--- src/verilog/sfs_pkg.sv ---
package sfs_pkg;
    // apb map, byte addresses
    localparam logic [7:0]  ADDR_CTRL       = 8'h00;
    localparam logic [7:0]  ADDR_TARGET     = 8'h04;
    localparam logic [7:0]  ADDR_STATUS     = 8'h08;

    // control fields
    localparam int          CTRL_EN_BIT     = 0;
    localparam logic        CTRL_EN_RST     = 1'b0;

    // reference codes use a 12.5 mV step
    localparam int          REF_W           = 8;
    localparam logic [7:0]  TARGET_RST      = 8'h60;   // 1.2 V
    localparam logic [7:0]  LSB_PER_VOLT    = 8'h50;   // 80 steps of 12.5 mV
    // ref+150mV rises above the fixed 1.67 V level from 1.525 V upward
    localparam logic [7:0]  OV_FIX_REF_CODE = 8'h7A;

    // status fields
    localparam int          ST_PG_BIT       = 0;
    localparam int          ST_UV_BIT       = 1;
    localparam int          ST_OV_BIT       = 2;
    localparam int          ST_OVFIX_BIT    = 3;
    localparam int          ST_DRV_BIT      = 4;
    localparam int          ST_STATE_LSB    = 8;
    localparam int          ST_REF_LSB      = 16;
    localparam int          ST_OFS_LSB      = 24;

    // timing in switching cycles
    localparam int          DELAY_TICKS     = 64;
    localparam int          TICKS_PER_VOLT  = 1280;
    localparam int          COARSE_TICKS    = 640;
    localparam int          FINE_STEP_TICKS = TICKS_PER_VOLT / 80;
    localparam int          CRS_STEP_TICKS  = 2 * FINE_STEP_TICKS;
    localparam logic [7:0]  CRS_STEP_LSB    = 8'h02;   // 25 mV
    localparam logic [7:0]  FINE_STEP_LSB   = 8'h01;   // 12.5 mV
    localparam logic [3:0]  OFS_INIT        = 4'h8;    // 100 mV
    localparam int          OFS_STEP_TICKS  = COARSE_TICKS / 8;
    localparam int          OC_WAIT_TICKS   = 4096;

    localparam int          NSYNC           = 12;

    typedef enum logic [2:0] {
        SFS_SHUT,
        SFS_DELAY,
        SFS_RAMP,
        SFS_RUN,
        SFS_OC_WAIT
    } sfs_state_t;
endpackage

--- src/verilog/sfs_sequencer.sv ---
`timescale 1ns/1ns
// Contract
// - wait 64 cycles, then ramp per cycle
// - ramp takes 1280 cycles per volt
// - pwm high-impedance until reference reaches output
// - 100mV sense offset ramps down over 640
// - 25mV steps first 640, then 12.5mV
// - drives off while feedback above reference
// - precharged above target: drives on at end
// - power-good low in shutdown, high after start
// - power-good low on faults or disable
// - below 82% drops power-good; 85% recovers
// - soft-start trip is higher of two levels
// - release 50mV or 100mV below trip
// - overvoltage forces low gates, power-good low
// - overvoltage end resumes switching, power-good high
// - open sense shuts down, restarts soft-start
// - overcurrent comparator triggers protection
// - overcurrent: gates off 4096 cycles, retry
// - trip-retry repeats until disabled or cleared
// - shutdown holds pwm outputs high-impedance
// - start once supplies and enable valid
module sfs_sequencer #(
    parameter int OC_WAIT = sfs_pkg::OC_WAIT_TICKS
) (
    input  wire logic        clk_i,
    input  wire logic        nrst_i,
    input  wire logic        psel_i,
    input  wire logic        penable_i,
    input  wire logic        pwrite_i,
    input  wire logic [7:0]  paddr_i,
    input  wire logic [31:0] pwdata_i,
    output logic      [31:0] prdata_o,
    output logic             pready_o,
    output logic             pslverr_o,
    input  wire logic        sw_tick_i,
    input  wire logic        enable_level_input_i,
    input  wire logic        vcc_por_ok_i,
    input  wire logic        pvcc_por_ok_i,
    input  wire logic        feedback_node_above_ref_i,
    input  wire logic        uv_below_i,
    input  wire logic        uv_above_i,
    input  wire logic        ov_ref_trip_i,
    input  wire logic        ov_ref_clear_i,
    input  wire logic        ov_fix_trip_i,
    input  wire logic        ov_fix_clear_i,
    input  wire logic        open_sense_i,
    input  wire logic        overcurrent_i,
    output logic      [7:0]  ref_code_o,
    output logic      [3:0]  sense_offset_o,
    output logic             pwm_hiz_o,
    output logic             gates_off_o,
    output logic             low_side_gate_force_o,
    output logic             overvoltage_guard_o,
    output logic             power_good_output_o,
    output logic             power_good_output_oe_o
);
    localparam logic [11:0] DELAY_LAST = 12'(sfs_pkg::DELAY_TICKS - 1);
    localparam logic [11:0] OC_LAST    = 12'(OC_WAIT - 1);
    localparam logic [10:0] CRS_END    = 11'(sfs_pkg::COARSE_TICKS);
    localparam logic [4:0]  CRS_LAST   = 5'(sfs_pkg::CRS_STEP_TICKS - 1);
    localparam logic [4:0]  FINE_LAST  = 5'(sfs_pkg::FINE_STEP_TICKS - 1);
    localparam logic [6:0]  OFS_LAST   = 7'(sfs_pkg::OFS_STEP_TICKS - 1);

    // two-flop synchronisers on every comparator flag
    logic [sfs_pkg::NSYNC-1:0] raw_w;
    logic [sfs_pkg::NSYNC-1:0] meta_reg;
    logic [sfs_pkg::NSYNC-1:0] sync_reg;
    assign raw_w = {enable_level_input_i, vcc_por_ok_i, pvcc_por_ok_i, feedback_node_above_ref_i,
                    uv_below_i, uv_above_i, ov_ref_trip_i, ov_ref_clear_i,
                    ov_fix_trip_i, ov_fix_clear_i, open_sense_i, overcurrent_i};
    genvar gi;
    generate
        for (gi = 0; gi < sfs_pkg::NSYNC; gi++) begin : g_sync
            always_ff @(posedge clk_i or negedge nrst_i) begin
                if (!nrst_i) begin
                    meta_reg[gi] <= 1'b0;
                    sync_reg[gi] <= 1'b0;
                end else begin
                    meta_reg[gi] <= raw_w[gi];
                    sync_reg[gi] <= meta_reg[gi];
                end
            end
        end
    endgenerate

    logic en_s, vcc_s, pvcc_s, fb_above_s, uv_below_s, uv_above_s;
    logic ovr_trip_s, ovr_clr_s, ovf_trip_s, ovf_clr_s, open_s, oc_s;
    assign {en_s, vcc_s, pvcc_s, fb_above_s, uv_below_s, uv_above_s,
            ovr_trip_s, ovr_clr_s, ovf_trip_s, ovf_clr_s, open_s, oc_s} = sync_reg;

    // registers
    sfs_pkg::sfs_state_t state_reg;
    sfs_pkg::sfs_state_t state_next;
    logic        ctrl_en_reg;
    logic [7:0]  target_reg;
    logic [31:0] prdata_reg;
    logic [11:0] tick_cnt_reg;
    logic [10:0] ramp_cnt_reg;
    logic [4:0]  step_cnt_reg;
    logic [6:0]  ofs_cnt_reg;
    logic [7:0]  ref_reg;
    logic [3:0]  ofs_reg;
    logic        drv_on_reg;
    logic        uv_reg;
    logic        ov_reg;
    logic        ov_fix_reg;

    // apb decode
    wire setup_w   = psel_i && !penable_i;
    wire access_w  = psel_i && penable_i;
    wire hit_ctrl  = (paddr_i == sfs_pkg::ADDR_CTRL);
    wire hit_tgt   = (paddr_i == sfs_pkg::ADDR_TARGET);
    wire hit_stat  = (paddr_i == sfs_pkg::ADDR_STATUS);
    wire mapped_w  = hit_ctrl || hit_tgt || hit_stat;
    wire wr_w      = access_w && pwrite_i;

    assign pready_o  = 1'b1;
    assign pslverr_o = access_w && !mapped_w;
    assign prdata_o  = prdata_reg;

    logic [31:0] status_w;
    always_comb begin
        status_w = '0;
        status_w[sfs_pkg::ST_PG_BIT]    = !power_good_output_oe_o;
        status_w[sfs_pkg::ST_UV_BIT]    = uv_reg;
        status_w[sfs_pkg::ST_OV_BIT]    = ov_reg;
        status_w[sfs_pkg::ST_OVFIX_BIT] = ov_fix_reg;
        status_w[sfs_pkg::ST_DRV_BIT]   = drv_on_reg;
        status_w[sfs_pkg::ST_STATE_LSB +: 3] = state_reg;
        status_w[sfs_pkg::ST_REF_LSB +: sfs_pkg::REF_W] = ref_reg;
        status_w[sfs_pkg::ST_OFS_LSB +: 4] = ofs_reg;
    end

    wire [31:0] rd_mux_w = hit_ctrl ? {31'h0, ctrl_en_reg} :
                           hit_tgt  ? {24'h0, target_reg} :
                           hit_stat ? status_w : 32'h0;

    always_ff @(posedge clk_i or negedge nrst_i) begin
        if (!nrst_i) begin
            ctrl_en_reg <= sfs_pkg::CTRL_EN_RST;
            target_reg  <= sfs_pkg::TARGET_RST;
            prdata_reg  <= 32'h0;
        end else begin
            // read data latched in setup so it stands through the zero-wait access phase
            if (setup_w && !pwrite_i) prdata_reg <= rd_mux_w;
            if (wr_w && hit_ctrl) ctrl_en_reg <= pwdata_i[sfs_pkg::CTRL_EN_BIT];
            if (wr_w && hit_tgt) target_reg <= pwdata_i[7:0];
        end
    end

    // sequencing
    wire enabled_w   = ctrl_en_reg && en_s && vcc_s && pvcc_s && !open_s;
    wire soft_w      = (state_reg == sfs_pkg::SFS_DELAY) || (state_reg == sfs_pkg::SFS_RAMP);
    wire coarse_w    = ramp_cnt_reg < CRS_END;
    wire [4:0] step_last_w = coarse_w ? CRS_LAST : FINE_LAST;
    wire [7:0] step_lsb_w  = coarse_w ? sfs_pkg::CRS_STEP_LSB : sfs_pkg::FINE_STEP_LSB;
    wire [8:0] ref_sum_w   = {1'b0, ref_reg} + {1'b0, step_lsb_w};
    wire [7:0] ref_step_w  = (ref_sum_w > {1'b0, target_reg}) ? target_reg : ref_sum_w[7:0];
    wire step_w      = sw_tick_i && (step_cnt_reg == step_last_w);
    wire ramp_done_w = ref_reg >= target_reg;
    wire oc_trip_w   = oc_s && (state_reg == sfs_pkg::SFS_RAMP || state_reg == sfs_pkg::SFS_RUN);

    always_comb begin
        state_next = state_reg;
        case (state_reg)
            sfs_pkg::SFS_SHUT:    if (enabled_w) state_next = sfs_pkg::SFS_DELAY;
            sfs_pkg::SFS_DELAY:   if (sw_tick_i && tick_cnt_reg == DELAY_LAST) state_next = sfs_pkg::SFS_RAMP;
            sfs_pkg::SFS_RAMP:    if (oc_trip_w) state_next = sfs_pkg::SFS_OC_WAIT;
                                  else if (ramp_done_w) state_next = sfs_pkg::SFS_RUN;
            sfs_pkg::SFS_RUN:     if (oc_trip_w) state_next = sfs_pkg::SFS_OC_WAIT;
            sfs_pkg::SFS_OC_WAIT: if (sw_tick_i && tick_cnt_reg == OC_LAST) state_next = sfs_pkg::SFS_DELAY;
            default:              state_next = sfs_pkg::SFS_SHUT;
        endcase
        if (!enabled_w) state_next = sfs_pkg::SFS_SHUT;
    end

    wire entering_w = state_next != state_reg;

    always_ff @(posedge clk_i or negedge nrst_i) begin
        if (!nrst_i) begin
            state_reg    <= sfs_pkg::SFS_SHUT;
            tick_cnt_reg <= 12'h000;
        end else begin
            state_reg <= state_next;
            if (entering_w) tick_cnt_reg <= 12'h000;
            else if (sw_tick_i) tick_cnt_reg <= tick_cnt_reg + 12'h001;
        end
    end

    // reference ramp and remote-sense offset
    // cleared on the way into shutdown too, so the reference is already zero there
    wire ramp_idle_w = (state_next == sfs_pkg::SFS_SHUT) ||
                       (state_reg != sfs_pkg::SFS_RAMP && state_reg != sfs_pkg::SFS_RUN);
    always_ff @(posedge clk_i or negedge nrst_i) begin
        if (!nrst_i) begin
            ramp_cnt_reg <= 11'h000;
            step_cnt_reg <= 5'h00;
            ofs_cnt_reg  <= 7'h00;
            ref_reg      <= 8'h00;
            ofs_reg      <= 4'h0;
        end else if (ramp_idle_w) begin
            ramp_cnt_reg <= 11'h000;
            step_cnt_reg <= 5'h00;
            ofs_cnt_reg  <= 7'h00;
            ref_reg      <= 8'h00;
            ofs_reg      <= sfs_pkg::OFS_INIT;
        end else if (state_reg == sfs_pkg::SFS_RUN) begin
            ref_reg <= target_reg;
            ofs_reg <= 4'h0;
        end else if (sw_tick_i) begin
            if (coarse_w) ramp_cnt_reg <= ramp_cnt_reg + 11'h001;
            step_cnt_reg <= step_w ? 5'h00 : step_cnt_reg + 5'h01;
            if (step_w) ref_reg <= ref_step_w;
            ofs_cnt_reg <= (ofs_cnt_reg == OFS_LAST) ? 7'h00 : ofs_cnt_reg + 7'h01;
            if (ofs_cnt_reg == OFS_LAST && ofs_reg != 4'h0) ofs_reg <= ofs_reg - 4'h1;
        end
    end

    // drives, voltage monitors
    wire ov_trip_w = soft_w ? (ovr_trip_s && ovf_trip_s) : ovr_trip_s;
    wire ov_fix_w  = soft_w && (ref_reg < sfs_pkg::OV_FIX_REF_CODE);
    wire ov_clr_w  = ov_fix_reg ? ovf_clr_s : ovr_clr_s;

    always_ff @(posedge clk_i or negedge nrst_i) begin
        if (!nrst_i) begin
            drv_on_reg <= 1'b0;
            uv_reg     <= 1'b0;
            ov_reg     <= 1'b0;
            ov_fix_reg <= 1'b0;
        end else begin
            if (state_reg == sfs_pkg::SFS_RAMP && !fb_above_s) drv_on_reg <= 1'b1;
            else if (state_reg == sfs_pkg::SFS_RUN) drv_on_reg <= 1'b1;
            else if (state_reg != sfs_pkg::SFS_RAMP) drv_on_reg <= 1'b0;
            if (state_reg != sfs_pkg::SFS_RUN) uv_reg <= 1'b0;
            else if (uv_below_s) uv_reg <= 1'b1;
            else if (uv_above_s) uv_reg <= 1'b0;
            if (state_reg == sfs_pkg::SFS_SHUT) ov_reg <= 1'b0;
            else if (!ov_reg && ov_trip_w) begin
                ov_reg     <= 1'b1;
                ov_fix_reg <= ov_fix_w;
            end else if (ov_reg && ov_clr_w) ov_reg <= 1'b0;
        end
    end

    // pg is released only from a completed start with no voltage fault
    wire pg_ok_w = (state_reg == sfs_pkg::SFS_RUN) && !uv_reg && !ov_reg;

    assign ref_code_o             = ref_reg;
    assign sense_offset_o         = ofs_reg;
    // drv_on_reg lags a drop out of run by one cycle, shutdown forces high-impedance at once
    assign pwm_hiz_o              = !drv_on_reg || state_reg == sfs_pkg::SFS_OC_WAIT
                                    || state_reg == sfs_pkg::SFS_SHUT;
    assign gates_off_o            = state_reg == sfs_pkg::SFS_OC_WAIT;
    assign low_side_gate_force_o  = ov_reg;
    assign overvoltage_guard_o    = ov_reg;
    assign power_good_output_o    = 1'b0;
    assign power_good_output_oe_o = !pg_ok_w;
endmodule

--- config.mk ---
export PLATFORM = sky130hd
export DESIGN_NAME = sfs_sequencer
export DESIGN_NICKNAME = d
export VERILOG_FILES = /design/src/verilog/sfs_pkg.sv /design/src/verilog/sfs_sequencer.sv
export SDC_FILE = /design/constraint.sdc
export NUM_CORES = 1
export LEC_CHECK = 0
export BUFFER_PORTS_ARGS = -buffer_cell sky130_fd_sc_hd__buf_4
export CELL_PAD_IN_SITES_DETAIL_PLACEMENT = 0
export CELL_PAD_IN_SITES_GLOBAL_PLACEMENT = 1
export CORE_ASPECT_RATIO = 0.75
export CORE_MARGIN = 2
export CORE_UTILIZATION = 42
export DETAILED_ROUTE_END_ITERATION = 12
export PLACE_DENSITY = 0.88
export SLEW_MARGIN = 20
export SYNTH_ARGS = -nofsm -noshare
export SYNTH_HDL_FRONTEND = slang
export SYNTH_SLANG_ARGS = --single-unit
--- constraint.sdc ---
create_clock -name clk_i -period 4.28 [get_ports clk_i]
set_input_delay 1.284 -clock clk_i [delete_from_list [all_inputs] [get_ports clk_i]]
set_output_delay 1.284 -clock clk_i [all_outputs]
set_load 0.05 [all_outputs]
==> results of run 1 <==
report_power, final:
part	internal, mW	switching [mW]
Combinational	0.0712	0.106
Sequential	1.08	0.0360
Clock	0.408	0.400
Total	1.56	0.542
routing by layer:
metal | GRT usage [%] | up-vias | share of wire [%]
li1 | - | 1934 | -
met5 | 0 | - | 0
met4 | 5.992 | 0 | 0.83
met3 | 3.654 | 7 | 4.6
met1 | 26.17 | 1938 | 48
met2 | 28.14 | 77 | 47
synthesized netlist by cell type (all sizes together), types with 5 or more instances:
library cell  number
o21ai             24
nand2b             7
a22oi              5
mux2              10
and3              12
xnor2             17
o31ai              5
nor4               6
nor3              18
or3                5
buf               15
clkbuf            12
nor2              50
ha                24
mux2i             12
nand2             42
nor2b              7
xor2              15
inv               21
nand3             15
dfrtp            108
a21oi             15
nand4              7
a22o              16
logic make-up after synthesis:
logic type | share of synthesized area (%)
AOI/OAI and AO/OA | 10.97
adders and majority gates | 6.187
xor gates and xnor gates | 5.250
buffers and inverters | 4.312
DFF | 51.61
muxes | 4.359
other | 0.1407
and+or+nand+nor | 17.18
worst paths after layout:
check                      cells past startpoint  slack (ps)                   startpoint                        end
min                                            0         350        meta_reg[6]$_DFF_PN0_       uv_above_s$_DFF_PN0_
min in group asynchronous                      2         990                       nrst_i       uv_above_s$_DFF_PN0_
min reg2reg                                    0         350        meta_reg[6]$_DFF_PN0_       uv_above_s$_DFF_PN0_
max reg2reg                                   14         340  ramp_cnt_reg[7]$_DFFE_PN0P_  ref_code_o[2]$_DFFE_PN0P_
max                                           14         340  ramp_cnt_reg[7]$_DFFE_PN0P_  ref_code_o[2]$_DFFE_PN0P_
max in group asynchronous                      2        2850                       nrst_i   prdata_o[19]$_DFFE_PN0P_
stage by stage:
step	power (mW)	instance area (um2)	setup WS [ps]
global route	2.208	6345	159.2
CTS	2.137	6345	404.2
floorplan	1.252	5373	776.5
detailed placement	1.319	6055	490.6
global placement	1.310	6055	514.0
finish	2.105	6345	341.8
area by class of cell:
cell class	count	area [um2]	area share (%)
Multi-Input combinational cell	363	2392	37.70
Timing Repair Buffer	81	620.6	9.781
Clock buffer	9	225.2	3.550
Sequential cell	110	2755	43.42
Tap cell	166	207.7	3.274
Clock inverter	7	65.06	1.025
Inverter	21	78.83	1.242
layout by cell type (no fill, tap or decap), drive strengths merged, types with 2 or more instances in the layout:
master  synthesis  final
conb            2     11
nor3b           2      2
a21o            2      2
a22oi           5      5
nor2           50     50
buf            15     81
dfstp           2      2
nand4           7      7
nand3          15     15
o21a            2      2
or3             5      5
nor2b           7      7
mux2           10     10
inv            21     24
nor4bb          2      2
ha             24     24
mux2i          12     12
nand2          42     42
nor4            6      6
o22ai           3      3
or4             2      2
or2             2      2
a21oi          15     15
nand2b          7      7
a22o           16     16
a211oi          4      4
and3           12     12
nor3           18     18
a31oi           4      4
clkinv          0      3
xor2           15     15
and4            2      2
o21ai          24     24
dfrtp         108    108
xnor2          17     17
clkbuf         12      9
o31ai           5      5
worst register-to-register path: cells and delay by family, from the launching register on:
| kind | cells | cell delay [ps] |
|---|---|---|
| flip-flops | 1 | 400 |
| AND/OR/NAND/NOR | 5 | 1000 |
| buffers and inverters | 1 | 210 |
| XOR/XNOR | 1 | 140 |
| adder cells (fa/ha/maj) | 3 | 1000 |
| multiplexers | 1 | 130 |
| AO/OA/AOI/OAI | 3 | 950 |
==> key figures, run 1 <==
Outcome
  • Status: complete, no violations

Critical path
  • CP startpoint kind: register
  • CP arrival: 4190 ps
  • Worst Path Required: 4530 ps
  • Worst Path Buf+Inv: 1
  • CP max FO: 8
  • Max incr delay on CP: 510 ps
  • Most frequent CP cell: ha_1
  • Setup crit end kind: register
  • CP Cell Sequence: o21a_1 > or2_2 > ha_1 > fa_1 > nand3_1 > xnor2_1 > ha_1 > and4_1 > and3_1 > a211oi_1 > nor2_2 > buf_4 > mux2i_1 > o21ai_0
  • Worst path slowest cell: fa_1
  • Largest delay share family, worst path: simple AND/OR/NAND/NOR gates
  • Crit path kind: register to register

Floorplanning
  • Io pins: 110
  • Die Ht: 101.6 um
  • Die Area: 13640 um2
  • Core Box Area: 12350 um2
  • Row count: 35
  • Die Wd: 134.2 um
  • Initial Util: 43.23%

STA
  • RSZ-0062 raised after global routing: no
  • Final hold violation count: 0
  • Max_slew headroom: 35.84%
  • Clk_skew: 4.897 ps
  • Max Slew Vio Count: 0
  • Final cycle utilization of the critical path: 92.01%
  • Fmax achieved: 0.2539 GHz
  • Worst-margin pin slew: 955.1 ps
  • # setup viols final: 0
  • Fin Hold WS: 349.7 ps
  • Setup TNS: 0 ps
  • Min cycle time layout: 3938 ps

Clocking
  • H-tree Lvls: 3
  • Clk buf depth: 2
  • CTS buffer count: 9
  • Post-cts repair resize count: 0
  • CTS hold repair buffers: 0
  • Worst skew pair latency: 350 ps
  • Clock sinks: 110
  • Root Driver: clkbuf_16
  • CTS tree: built
  • CTS clock-pin slew for the worst setup and hold paths: 70 ps
  • Setup Fix Bufs, Post-CTS: 0

Yosys
  • Average size of a mapped cell: 10.43 um2
  • Largest area contributor in the netlist: dfrtp_1
  • Seq/Total Area, Yosys: 51.61%
  • Yosys reg bits: 110
  • Mapped Cells: 512
  • Top_reg_cell synth: dfrtp_1
  • Post-synth EDFFs: 0
  • YS warnings: 0
  • Top-area cell type share of the netlist area: 50.62%
  • Ranking of synthesized cells by area: dfrtp_1 (51%), ha_1 (5.6%), nor2_1 (3.4%)
  • Post-synthesis async set-or-reset flop share: 100.0%
  • Cell Area, Synth: 5339 um2
  • Netlist cell types: 55

Global routing
  • Tot GR Track Use: 18.28%
  • Initial antenna violation count: 0
  • First-pass GRT wire length: 19.53 mm
  • Largest net degree at the start of global routing: 111
  • Grt total ovfl: 0
  • Number of global-route vias before repair: 3884

Power and ir drop
  • Peak VDD IR: 0.2712 mV
  • P_leak: 2.901 nW
  • PwrDens: 331.7 nW/um2

Route
  • DRT antenna net count: 0
  • DRT iter0 DRCs: 258
  • DRT Pass-1 Iters: 4
  • Via/cell ratio: 5.226
  • Routed wire length: 11.67 mm
  • DRC: 0
  • Post-DR wirelength/cell: 15.41 um
  • Routed vias: 3956

Final layout
  • ANT cells: 0
  • Nets: 669
  • Non-filler cells, final: 757
  • P&R area growth vs syn: 18.84%
  • Fill cells: 1149
  • Share of cells above drive strength 1: 19.29%
  • Max reg flops: 23
  • Final core occ: 51.38%

Placed design
  • Placed Cells incl. Taps: 741
  • Port bufs: 74
  • RD Place Congestion: 0.9071
  • Dpl hpwl: 8.362 mm

Run
  • Number of max-cap violations: 0

Min path
  • HP Class: register to register
Power figures use the tool's default switching activity.
==> inputs of run 2 (changes only) <==
- ABC_CLOCK_PERIOD_IN_PS: default -> 4280
- CORE_MARGIN: 2 -> 1.5
- SLEW_MARGIN: 20 -> default
==> run 2 against run 1 <==
Against the previous run: count of clock-buffer cells in the layout did not move; power rose by 2.0%; critical endpoint is now ref_code_o[6]$_DFFE_PN0P_; die area fell by 1.7%.
==> key figures, run 2 (synthesis results as in run 1) <==
Critical path
  • Most frequent CP cell: ha_1
  • CP Cell Sequence: o21a_1 > or2_2 > ha_1 > fa_1 > nand3_1 > xnor2_1 > ha_1 > and4_1 > and3_1 > a211oi_1 > nor2_2 > buf_4 > o22ai_1 > a22o_1
  • Worst path slowest cell: fa_1
  • R2R Path Start: ramp_cnt_reg[7]$_DFFE_PN0P_
  • Max incr delay on CP: 490 ps
  • CP arrival: 4040 ps
  • CP startpoint kind: register
  • Crit path kind: register to register
  • Worst Path Required: 4570 ps
  • Setup crit end kind: register
  • R2R setup slack: 540 ps
  • CP max FO: 6
  • R2R depth: 14
  • Reg2reg end: ref_code_o[6]$_DFFE_PN0P_

Min path
  • HP Class: register to register
  • HP Start: meta_reg[6]$_DFF_PN0_
  • WHS Path Cells: 0
  • Hold path endpoint: uv_above_s$_DFF_PN0_

Clocking
  • H-tree Lvls: 3
  • Clock sinks: 110
  • Worst skew pair latency: 350 ps
  • Setup Fix Bufs, Post-CTS: 0
  • CTS hold repair buffers: 0
  • CTS clock-pin slew for the worst setup and hold paths: 80 ps
  • Post-cts repair resize count: 0
  • Root Driver: clkbuf_16
  • CTS buffer count: 9
  • Clk buf depth: 2
  • CTS tree: built

Final layout
  • ANT cells: 0
  • Most frequent cells in the layout: dfrtp_1 (108), buf_4 (83), nor2_1 (49)
  • Commonest non-fill, non-tap cell in the layout: dfrtp_1
  • Multi-input logic area: 2392 um2
  • Share of cells above drive strength 1: 19.56%
  • Fill cells: 1123
  • Max reg flops: 23
  • P&R area growth vs syn: 19.48%
  • Storage cell area: 2755 um2
  • Nets: 671

Route
  • Post-DR wirelength/cell: 15.76 um
  • Routed vias: 4049
  • DRT antenna net count: 0
  • DRT iter0 DRCs: 256
  • Routed wire length: 11.96 mm
  • DRC: 0
  • DRT Pass-1 Iters: 4
  • Via/cell ratio: 5.335

Global routing
  • Grt total ovfl: 0
  • First-pass GRT wire length: 19.99 mm
  • Initial antenna violation count: 0
  • Tot GR Track Use: 18.84%
  • Largest net degree at the start of global routing: 80
  • Number of global-route vias before repair: 3959

Placed design
  • RD Place Congestion: 0.9051
  • Worst slack, placed: 599.8 ps
  • Port bufs: 74
  • Dpl hpwl: 8.718 mm

STA
  • RSZ-0062 raised after global routing: no
  • Final hold violation count: 0
  • Min cycle time layout: 3741 ps
  • Setup TNS: 0 ps
  • Clk_skew: 10.81 ps
  • Final critical-path setup slack: 539.2 ps
  • Fmax achieved: 0.2673 GHz
  • Worst-margin pin slew: 969.3 ps
  • Max Slew Vio Count: 0
  • Final cycle utilization of the critical path: 87.40%
  • # setup viols final: 0
  • Max_slew headroom: 35.38%

Floorplanning
  • Die Area: 13400 um2
  • Die Ht: 100.6 um
  • Io pins: 110
  • Core Box Area: 12350 um2
  • Die Wd: 133.2 um
  • Row count: 35
  • Initial Util: 43.23%

Power and ir drop
  • P_leak: 2.922 nW
  • PwrDens: 336.7 nW/um2
  • Peak VDD IR: 0.2021 mV

Run
  • Number of max-cap violations: 0

Outcome
  • Status: complete, no violations
==> run 2: changes by cell type in the layout (fill, tap and decap cells not counted) <==
cell / delta
clkinv_8: +4
buf_4: +3
clkinv_4: -3
buf_12: -1
clkinvlp_4: -1
==> run 2: worst max-delay path by stage <==
stage / startpoint / to / slack [ps] / cells after the start
floorplan: ramp_cnt_reg[7]$_DFFE_PN0P_ / ref_code_o[4]$_DFFE_PN0P_ / 780 / 12
global placement: paddr_i[5] / pslverr_o / 600 / 6
detailed placement: ramp_cnt_reg[7]$_DFFE_PN0P_ / ref_code_o[3]$_DFFE_PN0P_ / 600 / 14
CTS: ramp_cnt_reg[7]$_DFFE_PN0P_ / ref_code_o[3]$_DFFE_PN0P_ / 570 / 14
global route: ramp_cnt_reg[7]$_DFFE_PN0P_ / ref_code_o[6]$_DFFE_PN0P_ / 260 / 16
finish: ramp_cnt_reg[7]$_DFFE_PN0P_ / ref_code_o[6]$_DFFE_PN0P_ / 540 / 14
==> run 2: cell type report <==
class	count	area share, %
Tap cell	166	3.256
Sequential cell	110	43.19
Multi-Input combinational cell	363	37.50
Inverter	21	1.236
Clock inverter	7	1.510
Timing Repair Buffer	83	9.769
Clock buffer	9	3.531
==> run 2: worst max-delay path: cells and delay by family, from the launching register on <==
family / cells / cell delay (ps)
adder cells (fa/ha/maj): 3 / 980
buffers and inverters: 1 / 180
AO/OA/AOI/OAI: 4 / 1040
AND/OR/NAND/NOR: 5 / 940
XOR/XNOR: 1 / 140
flip-flops: 1 / 410
==> run 2: through the flow <==
stage	hold WS (ps)	cell area (um2)	power, mW	std cells	util (%)
final	351.5	6379	2.147	759	51.65
after CTS	353.6	6379	2.179	759	51.65
after global routing	357.7	6379	2.250	759	51.65
after floorplan	331.2	5373	1.252	521	-
after detailed placement	334.7	6057	1.319	743	49.05
after global placement	334.8	6057	1.311	743	49.05
==> run 2: where the power goes <==
| group | leakage (nW) | total (mW) | switching [mW] | internal (mW) |
|---|---|---|---|---|
| clock | 0.155 | 0.850 | 0.425 | 0.425 |
| sequential | 1.46 | 1.12 | 0.0351 | 1.08 |
| combinational | 1.31 | 0.179 | 0.108 | 0.0716 |
| total | 2.92 | 2.15 | 0.567 | 1.58 |
==> run 2: per-layer routing <==
metal	GRT usage [%]	part of all wire [%]	up-vias
li1	-	-	1939
met1	25.54	46	1996
met2	31.29	48	104
met3	3.922	5.2	10
met4	4.682	0.99	0
met5	0	0	-
